<file path="config.mk">
export PLATFORM = sky130hd
export DESIGN_NAME = ptc_timers
export DESIGN_NICKNAME = d
export VERILOG_FILES = /design/src/hdl/ptc_pkg.sv /design/src/hdl/ptc_event_edge.sv /design/src/hdl/ptc_prescaler.sv /design/src/hdl/ptc_timers.sv
export VERILOG_INCLUDE_DIRS = /design/src /design/src/hdl
export SDC_FILE = /design/constraint.sdc
export NUM_CORES = 1
export LEC_CHECK = 0
export BUFFER_PORTS_ARGS = -buffer_cell sky130_fd_sc_hd__buf_4
export CAP_MARGIN = 20
export CORE_AREA = 4 4 141 89
export CTS_CLUSTER_SIZE = 30
export DETAILED_ROUTE_END_ITERATION = 12
export DIE_AREA = 0 0 145 93
export GPL_ROUTABILITY_DRIVEN = 1
export PLACE_DENSITY_LB_ADDON = 0.25
export SLEW_MARGIN = 40
export SYNTH_ARGS = -nofsm -noshare
export SYNTH_HDL_FRONTEND = slang
export SYNTH_SLANG_ARGS = --single-unit
export TNS_END_PERCENT = 100
</file>
<file path="constraint.sdc">
create_clock -name pclk -period 2.4 [get_ports pclk]
set_input_delay 0.12 -clock pclk [delete_from_list [all_inputs] [get_ports pclk]]
set_output_delay 0.12 -clock pclk [all_outputs]
set_load 0.005 [all_outputs]
</file>
<file path="src/hdl/ptc_map.svh">
// register offsets, field positions, reset values and timing counts for the timer block
`ifndef PTC_MAP_SVH
`define PTC_MAP_SVH

`define PTC_OFF_NARROW_VALUE 12'h000
`define PTC_OFF_WIDE_LOW 12'h004
`define PTC_OFF_WIDE_HIGH 12'h008
`define PTC_OFF_NARROW_CTRL 12'h00C
`define PTC_OFF_WIDE_CTRL 12'h010
`define PTC_OFF_INT_CTRL 12'h014
`define PTC_OFF_STATUS 12'h018

`define PTC_MODE_HI 7
`define PTC_MODE_LO 6
`define PTC_SRC_BIT 5
`define PTC_RUN_BIT 4
`define PTC_EDGE_BIT 3
`define PTC_PSC_HI 2

`define PTC_NARROW_CTRL_RST 8'h08
`define PTC_WIDE_CTRL_RST 8'h08
`define PTC_NARROW_CTRL_MASK 8'hDF
`define PTC_WIDE_CTRL_MASK 8'hF8

`define PTC_SYS_QUARTER 4

`endif

</file>
<file path="src/hdl/ptc_pkg.sv">
// types shared by the timer block
package ptc_pkg;

    typedef enum logic [1:0] {
        PTC_MODE_CMP = 2'b00,
        PTC_MODE_PIN = 2'b01,
        PTC_MODE_TIMER = 2'b10,
        PTC_MODE_PULSE = 2'b11
    } ptc_mode_e;

    typedef struct packed {
        ptc_mode_e mode;
        logic clk_src;
        logic run;
        logic edge_fall;
        logic [2:0] psc;
    } ptc_ctrl_s;

    typedef struct packed {
        logic narrow_ovf;
        logic wide_ovf;
    } ptc_events_s;

endpackage : ptc_pkg

</file>
<file path="src/hdl/ptc_event_edge.sv">
// synchroniser and edge qualifier for one event input
`timescale 1ns/1ps
module ptc_event_edge (
    // clock and reset
    input wire logic pclk,
    input wire logic presetn,
    // event
    input wire logic event_in,
    input wire logic edge_fall,
    // qualified result
    output logic level,
    output logic rise,
    output logic fall,
    output logic active_edge
);
    logic meta;
    logic sync;
    logic prev;

    always_ff @(posedge pclk or negedge presetn) begin
        if (!presetn) begin
            meta <= 1'b0;
            sync <= 1'b0;
            prev <= 1'b0;
        end else begin
            meta <= event_in;
            sync <= meta;
            prev <= sync;
        end
    end

    assign level = sync;
    assign rise = sync & ~prev;
    assign fall = ~sync & prev;
    // one pulse per qualifying transition
    assign active_edge = edge_fall ? fall : rise;
endmodule : ptc_event_edge

</file>
<file path="src/hdl/ptc_prescaler.sv">
// free running prescaler giving a one-cycle tick at pclk divided by two to the code
`timescale 1ns/1ps
module ptc_prescaler #(
    parameter int WIDTH = 7
) (
    // clock and reset
    input wire logic pclk,
    input wire logic presetn,
    // ratio code
    input wire logic [2:0] code,
    // tick
    output logic tick
);
    if (WIDTH < 7) begin : g_width_check
        $error("prescaler needs at least 7 bits");
    end

    logic [WIDTH-1:0] count;

    always_ff @(posedge pclk or negedge presetn) begin
        if (!presetn) count <= '0;
        else count <= count + 1'b1;
    end

    function automatic logic [WIDTH-1:0] low_mask(input logic [2:0] c);
        logic [WIDTH-1:0] m;
        m = '0;
        for (int i = 0; i < WIDTH; i++) m[i] = (i < int'(c));
        return m;
    endfunction : low_mask

    // divide by one gives a tick every cycle
    assign tick = ((count & low_mask(code)) == '0);
endmodule : ptc_prescaler

</file>
<file path="src/hdl/ptc_timers.sv">
// two preloaded timer event counters with apb registers
//
// The implementer's own choices: the APB slave port and the placing of the registers.
`timescale 1ns/1ps
`include "ptc_map.svh"
module ptc_timers
    import ptc_pkg::*;
#(
    parameter int NARROW_W = 8,
    parameter int WIDE_W = 16
) (
    // apb
    input wire logic pclk,
    input wire logic presetn,
    input wire logic psel,
    input wire logic penable,
    input wire logic pwrite,
    input wire logic [11:0] paddr,
    input wire logic [31:0] pwdata,
    output logic [31:0] prdata,
    output logic pready,
    output logic pslverr,
    // event sources and sub clock tick
    input wire logic narrow_event_pin,
    input wire logic wide_event_pin,
    input wire logic first_comparator_output,
    input wire logic second_comparator_output,
    input wire logic sub_clock,
    input wire logic power_down,
    // interrupt requests to the processor
    output logic narrow_irq,
    output logic wide_irq,
    output logic wake_up
);
    if (NARROW_W != 8 || WIDE_W != 16) begin : g_width_check
        $error("byte-wide register map needs 8 and 16 bits");
    end

    ////////////////////////////////////////////////////////////////////////////////
    // register bus
    logic [7:0] narrow_counter_value;
    logic [7:0] narrow_preload;
    logic [7:0] wide_low;
    logic [7:0] wide_high;
    logic [7:0] wide_preload_low;
    logic [7:0] wide_preload_high;
    logic [7:0] wide_low_stage;
    logic [7:0] wide_low_latch;
    ptc_ctrl_s narrow_counter_control;
    ptc_ctrl_s wide_counter_control;
    logic [1:0] interrupt_control_reg;
    ptc_events_s ovf_flags;

    logic wr_en;
    logic rd_en;
    logic addr_ok;
    assign addr_ok = (paddr == `PTC_OFF_NARROW_VALUE) || (paddr == `PTC_OFF_WIDE_LOW) ||
                     (paddr == `PTC_OFF_WIDE_HIGH) || (paddr == `PTC_OFF_NARROW_CTRL) ||
                     (paddr == `PTC_OFF_WIDE_CTRL) || (paddr == `PTC_OFF_INT_CTRL) ||
                     (paddr == `PTC_OFF_STATUS);
    assign pready = 1'b1;
    assign pslverr = psel & penable & ~addr_ok;
    assign wr_en = psel & penable & pwrite & addr_ok;
    // read side acts in the setup cycle so the low latch matches the captured high byte
    assign rd_en = psel & ~penable & ~pwrite & addr_ok;

    function automatic logic is_wr(input logic en, input logic [11:0] a, input logic [11:0] off);
        return en && (a == off);
    endfunction : is_wr

    logic wr_narrow_val;
    logic wr_wide_low;
    logic wr_wide_high;
    logic rd_wide_high;
    assign wr_narrow_val = is_wr(wr_en, paddr, `PTC_OFF_NARROW_VALUE);
    assign wr_wide_low = is_wr(wr_en, paddr, `PTC_OFF_WIDE_LOW);
    assign wr_wide_high = is_wr(wr_en, paddr, `PTC_OFF_WIDE_HIGH);
    assign rd_wide_high = is_wr(rd_en, paddr, `PTC_OFF_WIDE_HIGH);

    ////////////////////////////////////////////////////////////////////////////////
    // event sources
    logic n_pin_level, n_pin_edge, n_pin_rise, n_pin_fall;
    logic n_cmp_edge;
    logic w_pin_level, w_pin_edge, w_pin_rise, w_pin_fall;
    logic w_cmp_edge;
    logic sub_tick;

    ptc_event_edge u_n_pin (.pclk(pclk), .presetn(presetn), .event_in(narrow_event_pin),
        .edge_fall(narrow_counter_control.edge_fall), .level(n_pin_level),
        .rise(n_pin_rise), .fall(n_pin_fall), .active_edge(n_pin_edge));
    ptc_event_edge u_n_cmp (.pclk(pclk), .presetn(presetn), .event_in(first_comparator_output),
        .edge_fall(narrow_counter_control.edge_fall), .level(), .rise(), .fall(),
        .active_edge(n_cmp_edge));
    ptc_event_edge u_w_pin (.pclk(pclk), .presetn(presetn), .event_in(wide_event_pin),
        .edge_fall(wide_counter_control.edge_fall), .level(w_pin_level),
        .rise(w_pin_rise), .fall(w_pin_fall), .active_edge(w_pin_edge));
    ptc_event_edge u_w_cmp (.pclk(pclk), .presetn(presetn), .event_in(second_comparator_output),
        .edge_fall(wide_counter_control.edge_fall), .level(), .rise(), .fall(),
        .active_edge(w_cmp_edge));
    ptc_event_edge u_sub (.pclk(pclk), .presetn(presetn), .event_in(sub_clock),
        .edge_fall(1'b0), .level(), .rise(), .fall(), .active_edge(sub_tick));

    logic psc_tick;
    ptc_prescaler #(.WIDTH(7)) u_psc (.pclk(pclk), .presetn(presetn),
        .code(narrow_counter_control.psc), .tick(psc_tick));

    logic [1:0] quarter_cnt;
    always_ff @(posedge pclk or negedge presetn) begin
        if (!presetn) quarter_cnt <= 2'h0;
        else quarter_cnt <= quarter_cnt + 2'h1;
    end
    logic quarter_tick;
    assign quarter_tick = (quarter_cnt == 2'(`PTC_SYS_QUARTER - 1));

    ////////////////////////////////////////////////////////////////////////////////
    // count enables per mode
    logic n_pulse_active;
    logic w_pulse_active;
    logic n_step;
    logic w_step;
    logic w_int_tick;
    assign w_int_tick = wide_counter_control.clk_src ? sub_tick : quarter_tick;

    always_comb begin
        n_step = 1'b0;
        case (narrow_counter_control.mode)
            PTC_MODE_CMP: n_step = n_cmp_edge;
            PTC_MODE_PIN: n_step = n_pin_edge;
            PTC_MODE_TIMER: n_step = psc_tick;
            PTC_MODE_PULSE: n_step = psc_tick & n_pulse_active;
            default: n_step = 1'b0;
        endcase
        n_step = n_step & narrow_counter_control.run;
    end

    always_comb begin
        w_step = 1'b0;
        case (wide_counter_control.mode)
            PTC_MODE_CMP: w_step = w_cmp_edge;
            PTC_MODE_PIN: w_step = w_pin_edge;
            PTC_MODE_TIMER: w_step = w_int_tick;
            PTC_MODE_PULSE: w_step = w_int_tick & w_pulse_active;
            default: w_step = 1'b0;
        endcase
        w_step = w_step & wide_counter_control.run;
    end

    // pulse width: start on the edge opposite the selected one, stop and clear run on the selected edge
    logic n_pulse_end;
    logic w_pulse_end;
    assign n_pulse_end = n_pulse_active &
        (narrow_counter_control.edge_fall ? n_pin_fall : n_pin_rise);
    assign w_pulse_end = w_pulse_active &
        (wide_counter_control.edge_fall ? w_pin_fall : w_pin_rise);

    always_ff @(posedge pclk or negedge presetn) begin
        if (!presetn) begin
            n_pulse_active <= 1'b0;
            w_pulse_active <= 1'b0;
        end else begin
            if (narrow_counter_control.mode != PTC_MODE_PULSE || !narrow_counter_control.run)
                n_pulse_active <= 1'b0;
            else if (n_pulse_end) n_pulse_active <= 1'b0;
            else if (narrow_counter_control.edge_fall ? n_pin_rise : n_pin_fall)
                n_pulse_active <= 1'b1;
            if (wide_counter_control.mode != PTC_MODE_PULSE || !wide_counter_control.run)
                w_pulse_active <= 1'b0;
            else if (w_pulse_end) w_pulse_active <= 1'b0;
            else if (wide_counter_control.edge_fall ? w_pin_rise : w_pin_fall)
                w_pulse_active <= 1'b1;
        end
    end

    ////////////////////////////////////////////////////////////////////////////////
    // control registers
    always_ff @(posedge pclk or negedge presetn) begin
        if (!presetn) begin
            narrow_counter_control <= ptc_ctrl_s'(`PTC_NARROW_CTRL_RST);
            wide_counter_control <= ptc_ctrl_s'(`PTC_WIDE_CTRL_RST);
            interrupt_control_reg <= 2'h0;
        end else begin
            if (is_wr(wr_en, paddr, `PTC_OFF_NARROW_CTRL))
                narrow_counter_control <= ptc_ctrl_s'(pwdata[7:0] & `PTC_NARROW_CTRL_MASK);
            else if (n_pulse_end) narrow_counter_control.run <= 1'b0;
            if (is_wr(wr_en, paddr, `PTC_OFF_WIDE_CTRL))
                wide_counter_control <= ptc_ctrl_s'(pwdata[7:0] & `PTC_WIDE_CTRL_MASK);
            else if (w_pulse_end) wide_counter_control.run <= 1'b0;
            if (is_wr(wr_en, paddr, `PTC_OFF_INT_CTRL)) interrupt_control_reg <= pwdata[1:0];
        end
    end

    ////////////////////////////////////////////////////////////////////////////////
    // preload registers carry no reset value
    always_ff @(posedge pclk) begin
        if (wr_narrow_val) narrow_preload <= pwdata[7:0];
        if (wr_wide_low) wide_low_stage <= pwdata[7:0];
        if (wr_wide_high) begin
            wide_preload_high <= pwdata[7:0];
            wide_preload_low <= wide_low_stage;
        end
    end

    ////////////////////////////////////////////////////////////////////////////////
    // counters
    logic n_ovf;
    logic w_ovf;
    assign n_ovf = n_step && (narrow_counter_value == 8'hFF);
    assign w_ovf = w_step && ({wide_high, wide_low} == 16'hFFFF);

    always_ff @(posedge pclk or negedge presetn) begin
        if (!presetn) narrow_counter_value <= 8'h00;
        else if (wr_narrow_val && !narrow_counter_control.run)
            narrow_counter_value <= pwdata[7:0];
        else if (n_ovf) narrow_counter_value <= narrow_preload;
        else if (n_step) narrow_counter_value <= narrow_counter_value + 8'h01;
    end

    always_ff @(posedge pclk or negedge presetn) begin
        if (!presetn) begin
            wide_high <= 8'h00;
            wide_low <= 8'h00;
        end else if (wr_wide_high && !wide_counter_control.run) begin
            wide_high <= pwdata[7:0];
            wide_low <= wide_low_stage;
        end else if (w_ovf) begin
            {wide_high, wide_low} <= {wide_preload_high, wide_preload_low};
        end else if (w_step) begin
            {wide_high, wide_low} <= {wide_high, wide_low} + 16'h0001;
        end
    end

    always_ff @(posedge pclk or negedge presetn) begin
        if (!presetn) wide_low_latch <= 8'h00;
        else if (rd_wide_high) wide_low_latch <= wide_low;
    end

    ////////////////////////////////////////////////////////////////////////////////
    // interrupt requests and wake-up
    always_ff @(posedge pclk or negedge presetn) begin
        if (!presetn) ovf_flags <= '0;
        else begin
            ovf_flags.narrow_ovf <= n_ovf;
            ovf_flags.wide_ovf <= w_ovf;
        end
    end
    assign narrow_irq = ovf_flags.narrow_ovf & interrupt_control_reg[0];
    assign wide_irq = ovf_flags.wide_ovf & interrupt_control_reg[1];
    // counting ignores power_down, so an enabled overflow wakes the processor
    assign wake_up = power_down & (narrow_irq | wide_irq);

    ////////////////////////////////////////////////////////////////////////////////
    // read data
    always_ff @(posedge pclk or negedge presetn) begin
        if (!presetn) prdata <= 32'h0000_0000;
        else if (psel && !penable && !pwrite) begin
            case (paddr)
                `PTC_OFF_NARROW_VALUE: prdata <= {24'h0, narrow_counter_value};
                `PTC_OFF_WIDE_LOW: prdata <= {24'h0, wide_low_latch};
                `PTC_OFF_WIDE_HIGH: prdata <= {24'h0, wide_high};
                `PTC_OFF_NARROW_CTRL: prdata <= {24'h0, 8'(narrow_counter_control)};
                `PTC_OFF_WIDE_CTRL: prdata <= {24'h0, 8'(wide_counter_control)};
                `PTC_OFF_INT_CTRL: prdata <= {30'h0, interrupt_control_reg};
                `PTC_OFF_STATUS: prdata <= {28'h0, w_pulse_active, n_pulse_active,
                    w_pin_level, n_pin_level};
                default: prdata <= 32'h0000_0000;
            endcase
        end
    end

    ////////////////////////////////////////////////////////////////////////////////
    // checks
    chk_narrow_reload: assert property (@(posedge pclk) disable iff (!presetn)
        n_ovf && !wr_narrow_val |=> narrow_counter_value == $past(narrow_preload))
        else $error("narrow counter did not reload on overflow");
    chk_narrow_step: assert property (@(posedge pclk) disable iff (!presetn)
        n_step && !n_ovf && !wr_narrow_val |=>
            narrow_counter_value == $past(narrow_counter_value) + 8'h01)
        else $error("narrow counter did not advance by one");
    chk_narrow_hold: assert property (@(posedge pclk) disable iff (!presetn)
        !narrow_counter_control.run && !wr_narrow_val |=> $stable(narrow_counter_value))
        else $error("stopped narrow counter moved");
    chk_stopped_load: assert property (@(posedge pclk) disable iff (!presetn)
        wr_narrow_val && !narrow_counter_control.run |=>
            narrow_counter_value == $past(pwdata[7:0]))
        else $error("stopped preload write did not reach counter");
    chk_running_load: assert property (@(posedge pclk) disable iff (!presetn)
        wr_narrow_val && narrow_counter_control.run && !n_step |=> $stable(narrow_counter_value))
        else $error("running preload write changed counter");
    chk_low_stage: assert property (@(posedge pclk) disable iff (!presetn)
        wr_wide_low && !w_step |=> $stable(wide_low))
        else $error("low byte write changed live count");
    chk_high_pair: assert property (@(posedge pclk) disable iff (!presetn)
        wr_wide_high && !wide_counter_control.run |=> wide_low == $past(wide_low_stage))
        else $error("high byte write did not move staged low byte");
    chk_low_latch: assert property (@(posedge pclk) disable iff (!presetn)
        rd_wide_high |=> wide_low_latch == $past(wide_low))
        else $error("high byte read did not latch low byte");
    chk_irq_gate: assert property (@(posedge pclk) disable iff (!presetn)
        n_ovf ##1 interrupt_control_reg[0] |-> narrow_irq)
        else $error("enabled overflow gave no interrupt");
    chk_wide_wrap: assert property (@(posedge pclk) disable iff (!presetn)
        w_step && {wide_high, wide_low} == 16'hFFFF && !wr_wide_high |=> ovf_flags.wide_ovf)
        else $error("wide overflow not flagged");
    chk_wide_reload: assert property (@(posedge pclk) disable iff (!presetn)
        w_ovf && !wr_wide_high |=>
            {wide_high, wide_low} == $past({wide_preload_high, wide_preload_low}))
        else $error("wide counter did not reload on overflow");
    chk_wide_step: assert property (@(posedge pclk) disable iff (!presetn)
        w_step && !w_ovf |=> {wide_high, wide_low} == $past({wide_high, wide_low}) + 16'h0001)
        else $error("wide counter did not advance by one");
    chk_narrow_wrap: assert property (@(posedge pclk) disable iff (!presetn)
        n_step && narrow_counter_value == 8'hFF |=> ovf_flags.narrow_ovf)
        else $error("narrow overflow not flagged");
    chk_wide_irq: assert property (@(posedge pclk) disable iff (!presetn)
        w_ovf ##1 interrupt_control_reg[1] |-> wide_irq)
        else $error("enabled wide overflow gave no interrupt");
    chk_irq_masked: assert property (@(posedge pclk) disable iff (!presetn)
        !interrupt_control_reg[0] && !interrupt_control_reg[1] |-> !narrow_irq && !wide_irq)
        else $error("masked overflow reached the processor");
    chk_pulse_stop: assert property (@(posedge pclk) disable iff (!presetn)
        n_pulse_end && !wr_en |=> !narrow_counter_control.run)
        else $error("pulse end did not clear run");
    chk_event_bypass: assert property (@(posedge pclk) disable iff (!presetn)
        narrow_counter_control.mode == PTC_MODE_PIN |->
            n_step == (n_pin_edge && narrow_counter_control.run))
        else $error("pin event count went through the prescaler");
    chk_wide_source: assert property (@(posedge pclk) disable iff (!presetn)
        wide_counter_control.mode == PTC_MODE_TIMER && wide_counter_control.run |->
            w_step == (wide_counter_control.clk_src ? sub_tick : quarter_tick))
        else $error("wide timer ignored its clock source");
    chk_wake_path: assert property (@(posedge pclk) disable iff (!presetn)
        power_down && (narrow_irq || wide_irq) |-> wake_up)
        else $error("overflow in power-down gave no wake-up");
endmodule : ptc_timers

</file>
Word level (Yosys, flattened, before mapping)
Index checks and enable logic that the tools add are counted.
{"block": "word_totals", "reg_bits": 138, "in_bits": 55, "out_inout_bits": 37, "elab_cells": 170}
{"block": "classes", "add_sub_neg": 4, "magnitude_cmp": 7, "n_eq_ne": 17, "mux": 29, "bitwise": 39, "reduce_logical": 35}
{"cell": "2-to-1 mux 8 bit", "n": 9}
{"cell": "case mux 8 bit (7 select lines)", "n": 1}
{"cell": "== test 12 x 5 -> 1 bit, second input constant", "n": 3}
{"cell": "bitwise AND 1 bit", "n": 25}
{"cell": "== test 12 x 4 -> 1 bit, second input constant", "n": 2}
{"cell": "2-to-1 mux 1 bit", "n": 17}
{"cell": "adder 16 x 1 -> 16 bit, second input constant", "n": 1}
{"cell": "== test 16 bit, second input constant", "n": 1}
{"cell": "logical AND 1 bit", "n": 13}
{"cell": "== test 12 x 3 -> 1 bit, second input constant", "n": 1}
{"cell": "zero test 12 bit", "n": 1}
{"cell": "inverter 1 bit", "n": 12}
{"cell": "nonzero test 3 bit", "n": 4}
{"cell": "== test 2 bit, second input constant", "n": 5}
{"cell": "less-than comparator 3 bit, first input constant", "n": 3}
{"cell": "adder 8 x 1 -> 8 bit, second input constant", "n": 1}
{"cell": "== test 8 bit, second input constant", "n": 1}
{"cell": "logical OR 1 bit", "n": 8}
{"cell": "case mux 1 bit (4 select lines)", "n": 2}
{"cell": "adder 7 x 1 -> 7 bit, second input constant", "n": 1}
{"cell": "bitwise AND 7 bit", "n": 1}
{"cell": "zero test 7 bit", "n": 1}
{"cell": "less-than comparator 1 x 3 -> 1 bit, first input constant", "n": 2}
{"cell": "less-than comparator 2 x 3 -> 1 bit, first input constant", "n": 2}
{"cell": "other kinds (7)", "n": 14}

Logic depth before layout (Yosys ltp)
{"block": "logic_depth", "word_depth": 11, "depth_mapped": 9, "mapped_depth_nobuf": 7}

Modules after synthesis
From an unflattened synthesis, not the netlist that was laid out.
{"block": "hier_totals", "cells_unflattened": 481, "area_unflattened_um2": 5679.2}
{"module": "ptc_timers", "instances": 1, "cells_per_inst": 420, "area_per_inst_um2": 4840.9, "seq_area_each_um2": 2464.9}
{"module": "ptc_event_edge", "instances": 5, "cells_per_inst": 6, "area_per_inst_um2": 98.8, "seq_area_each_um2": 75.1}
{"module": "ptc_prescaler", "instances": 1, "cells_per_inst": 31, "area_per_inst_um2": 344.1, "seq_area_each_um2": 175.2}

Worst setup path before layout
OpenSTA, ideal clock, no wires.
{"block": "synth_path", "path_type": "reg2reg", "start": "register wide_counter_control[3] in the netlist's numbering", "end": "register wide_high[7]", "setup_ns": 0.125, "arrival_time_ns": 1.970, "setup_slack_ns": 0.305, "path_stages_with_launch": 7, "path_buffers": 1, "synth_period_minus_slack_ns": 2.095, "path_cell_list": "dfstp_2 mux4_2 o32a_4 buf_6 a21oi_1 o22ai_1 mux2_2"}
{"block": "synth_between", "elab_chain_cells": 6, "word_cells_on_any_way": 8}
{"item": "start, declared", "line_no": "ptc_timers.sv:50", "source": "ptc_ctrl_s wide_counter_control;"}
{"item": "start signal, assigned", "line_no": "ptc_timers.sv:179", "source": "wide_counter_control <= ptc_ctrl_s'(`PTC_WIDE_CTRL_RST);"}
{"item": "start signal, assigned", "line_no": "ptc_timers.sv:186", "source": "wide_counter_control <= ptc_ctrl_s'(pwdata[7:0] & `PTC_WIDE_CTRL_MASK);"}
{"item": "2-to-1 mux 1 bit", "line_no": "ptc_event_edge.sv:36", "source": "assign active_edge = edge_fall ? fall : rise;"}
{"item": "case mux 1 bit (4 select lines) *", "line_no": "ptc_timers.sv:138", "source": "case (wide_counter_control.mode)"}
{"item": "bitwise AND 1 bit *", "line_no": "ptc_timers.sv:145", "source": "w_step = w_step & wide_counter_control.run;"}
{"item": "logical AND 1 bit", "line_no": "ptc_timers.sv:208", "source": "assign w_ovf = w_step && ({wide_high, wide_low} == 16'hFFFF);"}
{"item": "2-to-1 mux 8 bit", "line_no": "ptc_timers.sv:225", "source": "end else if (w_ovf) begin"}
{"item": "2-to-1 mux 8 bit", "line_no": "ptc_timers.sv:222", "source": "end else if (wr_wide_high && !wide_counter_control.run) begin"}
{"item": "end signal, assigned", "line_no": "ptc_timers.sv:223", "source": "wide_high <= pwdata[7:0];"}
{"item": "end signal, assigned", "line_no": "ptc_timers.sv:226", "source": "{wide_high, wide_low} <= {wide_preload_high, wide_preload_low};"}
{"item": "end signal, assigned", "line_no": "ptc_timers.sv:228", "source": "{wide_high, wide_low} <= {wide_high, wide_low} + 16'h0001;"}
{"item": "end, declared", "line_no": "ptc_timers.sv:44", "source": "logic [7:0] wide_high;"}
Mark *: on every way between the ends. The rest lies on a longest branch, timed or not.
A chain may end at the register's enable or synchronous reset.

Final worst setup path
{"block": "layout_path", "start": "register wide_low[1]", "end": "register wide_low[1]"}
{"block": "layout_between", "elab_chain_cells": 4, "word_cells_on_any_way": 7}
{"item": "start, declared", "line_no": "ptc_timers.sv:43", "source": "logic [7:0] wide_low;"}
{"item": "start signal, assigned", "line_no": "ptc_timers.sv:224", "source": "wide_low <= wide_low_stage;"}
{"item": "start signal, assigned", "line_no": "ptc_timers.sv:226"}
{"item": "start signal, assigned", "line_no": "ptc_timers.sv:228"}
{"item": "adder 16 x 1 -> 16 bit / == test 16 bit (equally long branches)", "line_no": "ptc_timers.sv:228, ptc_timers.sv:208"}
{"item": "2-to-1 mux 8 bit / logical AND 1 bit (equally long branches)", "line_no": "ptc_timers.sv:227, ptc_timers.sv:208"}
{"item": "2-to-1 mux 8 bit", "line_no": "ptc_timers.sv:225"}
{"item": "2-to-1 mux 8 bit", "line_no": "ptc_timers.sv:222"}
Several ways; a longest one is shown, not always the timed one. The select of a mux whose other input is x is not followed.

==> results.py <==
metrics = {
    "status": {
        "status": "finished clean",
    },
    "worst_setup_path": {
        "end_kind": "flip-flop",
        "worstSetupPathType": "reg -> reg",
        "worstRegToRegCells": 7,
        "path_cells": "ha_1, nand3_1, nor3_2, and3_1, mux2_2, mux2i_1, o21ai_0",
        "reg2reg_from": "wide_low[1]",
        "arrival_ns": 2.55,
        "rrSetupSlack_ns": 0.15,
        "crit_family": "simple AND/OR/NAND/NOR gates",
        "rr_endpoint": "wide_low[1]",
        "worst-path-buf-inv": 0,
        "cp_slowest_cell": "dfrtp_1",
        "crit_fanout": 5,
        "worstSetupEndpoint": "wide_low[1]",
        "cp_num_cells": 7,
        "required_ns": 2.69,
        "max_stage_delay_ns": 0.42,
        "cp-start-kind": "flip-flop",
        "startpoint": "wide_low[1]",
    },
    "clocking": {
        "cts_setup_buffers": 0,
        "clkLatencyLatePin_ns": 0.42,
        "post_cts_resized": 0,
        "root_buffer": "clkbuf_16",
        "clockBufferDepth": 2,
        "clkTransAtPathRegs_ns": 0.05,
        "cts_made_buffers": 17,
        "cts.sinks": 114,
        "htreeDepth": 4,
        "cts_tree": "built",
    },
    "synth": {
        "synth-seq-cells": 114,
        "syn_avg_cell_area_sq_um": 11.2,
        "yosysUniqueCellTypes": 63,
        "synthArstFlopShare_pct": 71.9,
        "yosys_warnings": 0,
        "netlist_instances": 494,
        "synth_commonest_cells": "80 x dfrtp_1, 48 x nand2_1, 32 x edfxtp_1",
        "synthTopCellsByArea": "dfrtp_1 36%, edfxtp_1 17%, mux2_2 5.3%",
        "synthMostInstantiatedCell": "dfrtp_1",
        "seq_area_frac_synth_pct": 54.5,
        "synth_flop_cell": "dfrtp_1",
        "synth_area_leader_cell": "dfrtp_1",
        "synth_edf_count": 32,
        "synth.top_cell.area_share_pct": 36.2,
        "synth_area_sq_um": 5530,
    },
    "sta": {
        "drv_slew": 0,
        "hold_violations": 0,
        "finalCriticalPeriod_ns": 2.25,
        "whs_ns": 0.0169,
        "setup_viol": 0,
        "rsz0062_at_grt": "false",
        "finalSetupTns_ns": 0,
        "finClkSkew_ns": 0.00603,
        "timing.final.crit_share_pct": 93.8,
        "fmax_ghz": 0.444,
        "slew_headroom_pct": 67.2,
        "tightest_slew_ns": 0.479,
    },
    "drt": {
        "drt_iter0_drc": 465,
        "wl_per_cell_microns": 19.8,
        "drc": 0,
        "wl_mm": 14.3,
        "via_count": 4245,
        "firstDrtPassIters": 6,
        "drt-vias-per-instance": 5.88,
        "ant_nets": 0,
    },
    "min_path": {
        "hold_start": "pwdata[0]",
        "min_path_type": "in -> reg",
    },
    "place": {
        "finalWeightedCongestion": 0.940,
        "port_buffers": 42,
        "place_hpwl_mm": 9.79,
        "dp_cells": 677,
    },
    "power_and_ir_drop": {
        "vdd_drop_max_v": 0.000540,
        "total_power_uw": 5830,
        "powerDensity_nw_per_um2": 861,
        "leakage_uw": 0.00293,
    },
    "floorplanning": {
        "start_util_pct": 49.6,
        "die_y_microns": 93,
        "num_rows": 30,
        "core_sq_um": 11100,
        "die_area_sq_um": 13500,
        "fp.dieW_microns": 145,
        "io_pins": 92,
    },
    "global_route": {
        "antenna_found_initial": 0,
        "grt_pass1_vias": 3962,
        "overflow": 0,
        "grt_use_total_pct": 21.9,
        "grt_max_degree": 83,
        "grt_pass1_wl_mm": 22.3,
    },
    "layout": {
        "n_antenna_cell": 0,
        "multiInputGateArea_sq_um": 2260,
        "post-route-util_pct": 60.8,
        "register_area_sq_um": 3020,
        "drive_gt1_share_pct": 22.7,
        "fillers": 883,
        "nets": 624,
        "layoutNonFillerInstCount": 722,
        "syn2layout_area_growth_pct": 22.4,
    },
    "job": {
        "cap_violations": 0,
    },
}
==> worst min-delay path by stage <==
stage / end / cells after the start
after floorplan: interrupt_control_reg[0] / 0
after global placement: wide_low[3] / 2
after detailed placement: wide_low[3] / 2
after CTS: wide_low_stage[3] / 1
after global routing: narrow_preload[0] / 1
final: narrow_preload[0] / 1
==> metal layers <==
layer	share of wire, %	vias to the layer above	track usage [%]	wire length [microns]
li1	-	1916	-	-
met1	47	2090	33.5	6730
met2	41	216	29.1	5870
met3	10	23	6.83	1490
met4	1.2	0	7.19	178
met5	0	-	0	0
==> cells by family (layout without fill, tap and decap cells) <==
logic type      after synthesis  after routing  share of synthesized area (%)
simple gates                150            150                           14.0
flops                       114            114                           54.5
compound gates              109            109                           13.3
buf+inv                      59            120                           6.29
mux                          43             43                           8.82
xor+xnor                     13             13                           2.06
fa+ha+maj                     4              4                          0.905
other cells                   2             25                          0.136
==> repair_timing <==
item,CTS,global route
endpoints found under the setup margin,0,0
hold buffers,12,1
hold endpoints to repair,106,1
==> worst reg2reg max path, stage by stage, from the launching register on <==
cell and delay (ns):
dfrtp_1 0.42, ha_1 0.24, nand3_1 0.20, nor3_2 0.33
and3_1 0.36, mux2_2 0.37, mux2i_1 0.13, o21ai_0 0.08
==> power breakdown <==
group	total [uW]	switching (uW)	leakage (uW)	internal (uW)
logic	670	353	0.00129	317
clock network	2800	871	0.000332	1930
registers	2360	226	0.00131	2130
total	5830	1450	0.00293	4380
==> area by class of cell <==
cell class                 instances  area share [%]
multi-input combinational        344            33.3
inverter                          15           0.831
tap                              144            2.66
timing repair buffer              73            8.76
clock buffer                      26            8.31
sequential                       114            44.5
clock inverter                     6            1.61
==> cell usage in the layout, fill, tap and decap left out, drive strengths merged, types with 6 or more instances in the layout <==
cell	instances
dfrtp	80
buf	60
nand2	48
edfxtp	32
o21ai	30
nor2	30
mux2	26
clkbuf	26
conb	25
a21oi	20
nand3	19
inv	15
mux2i	15
dlygate4sd3	13
nor3	10
and3	8
xnor2	7
a22oi	7
xor2	6
nand2b	6
a31oi	6
==> stage by stage <==
stage,area [sq um],worst slack (ns)
final,6770,0.148
after global routing,6770,0.0342
after detailed placement,5970,0.160
after CTS,6760,0.123
after floorplan,5620,0.305
after global placement,5970,0.175
Power figures use the tool's default switching activity.
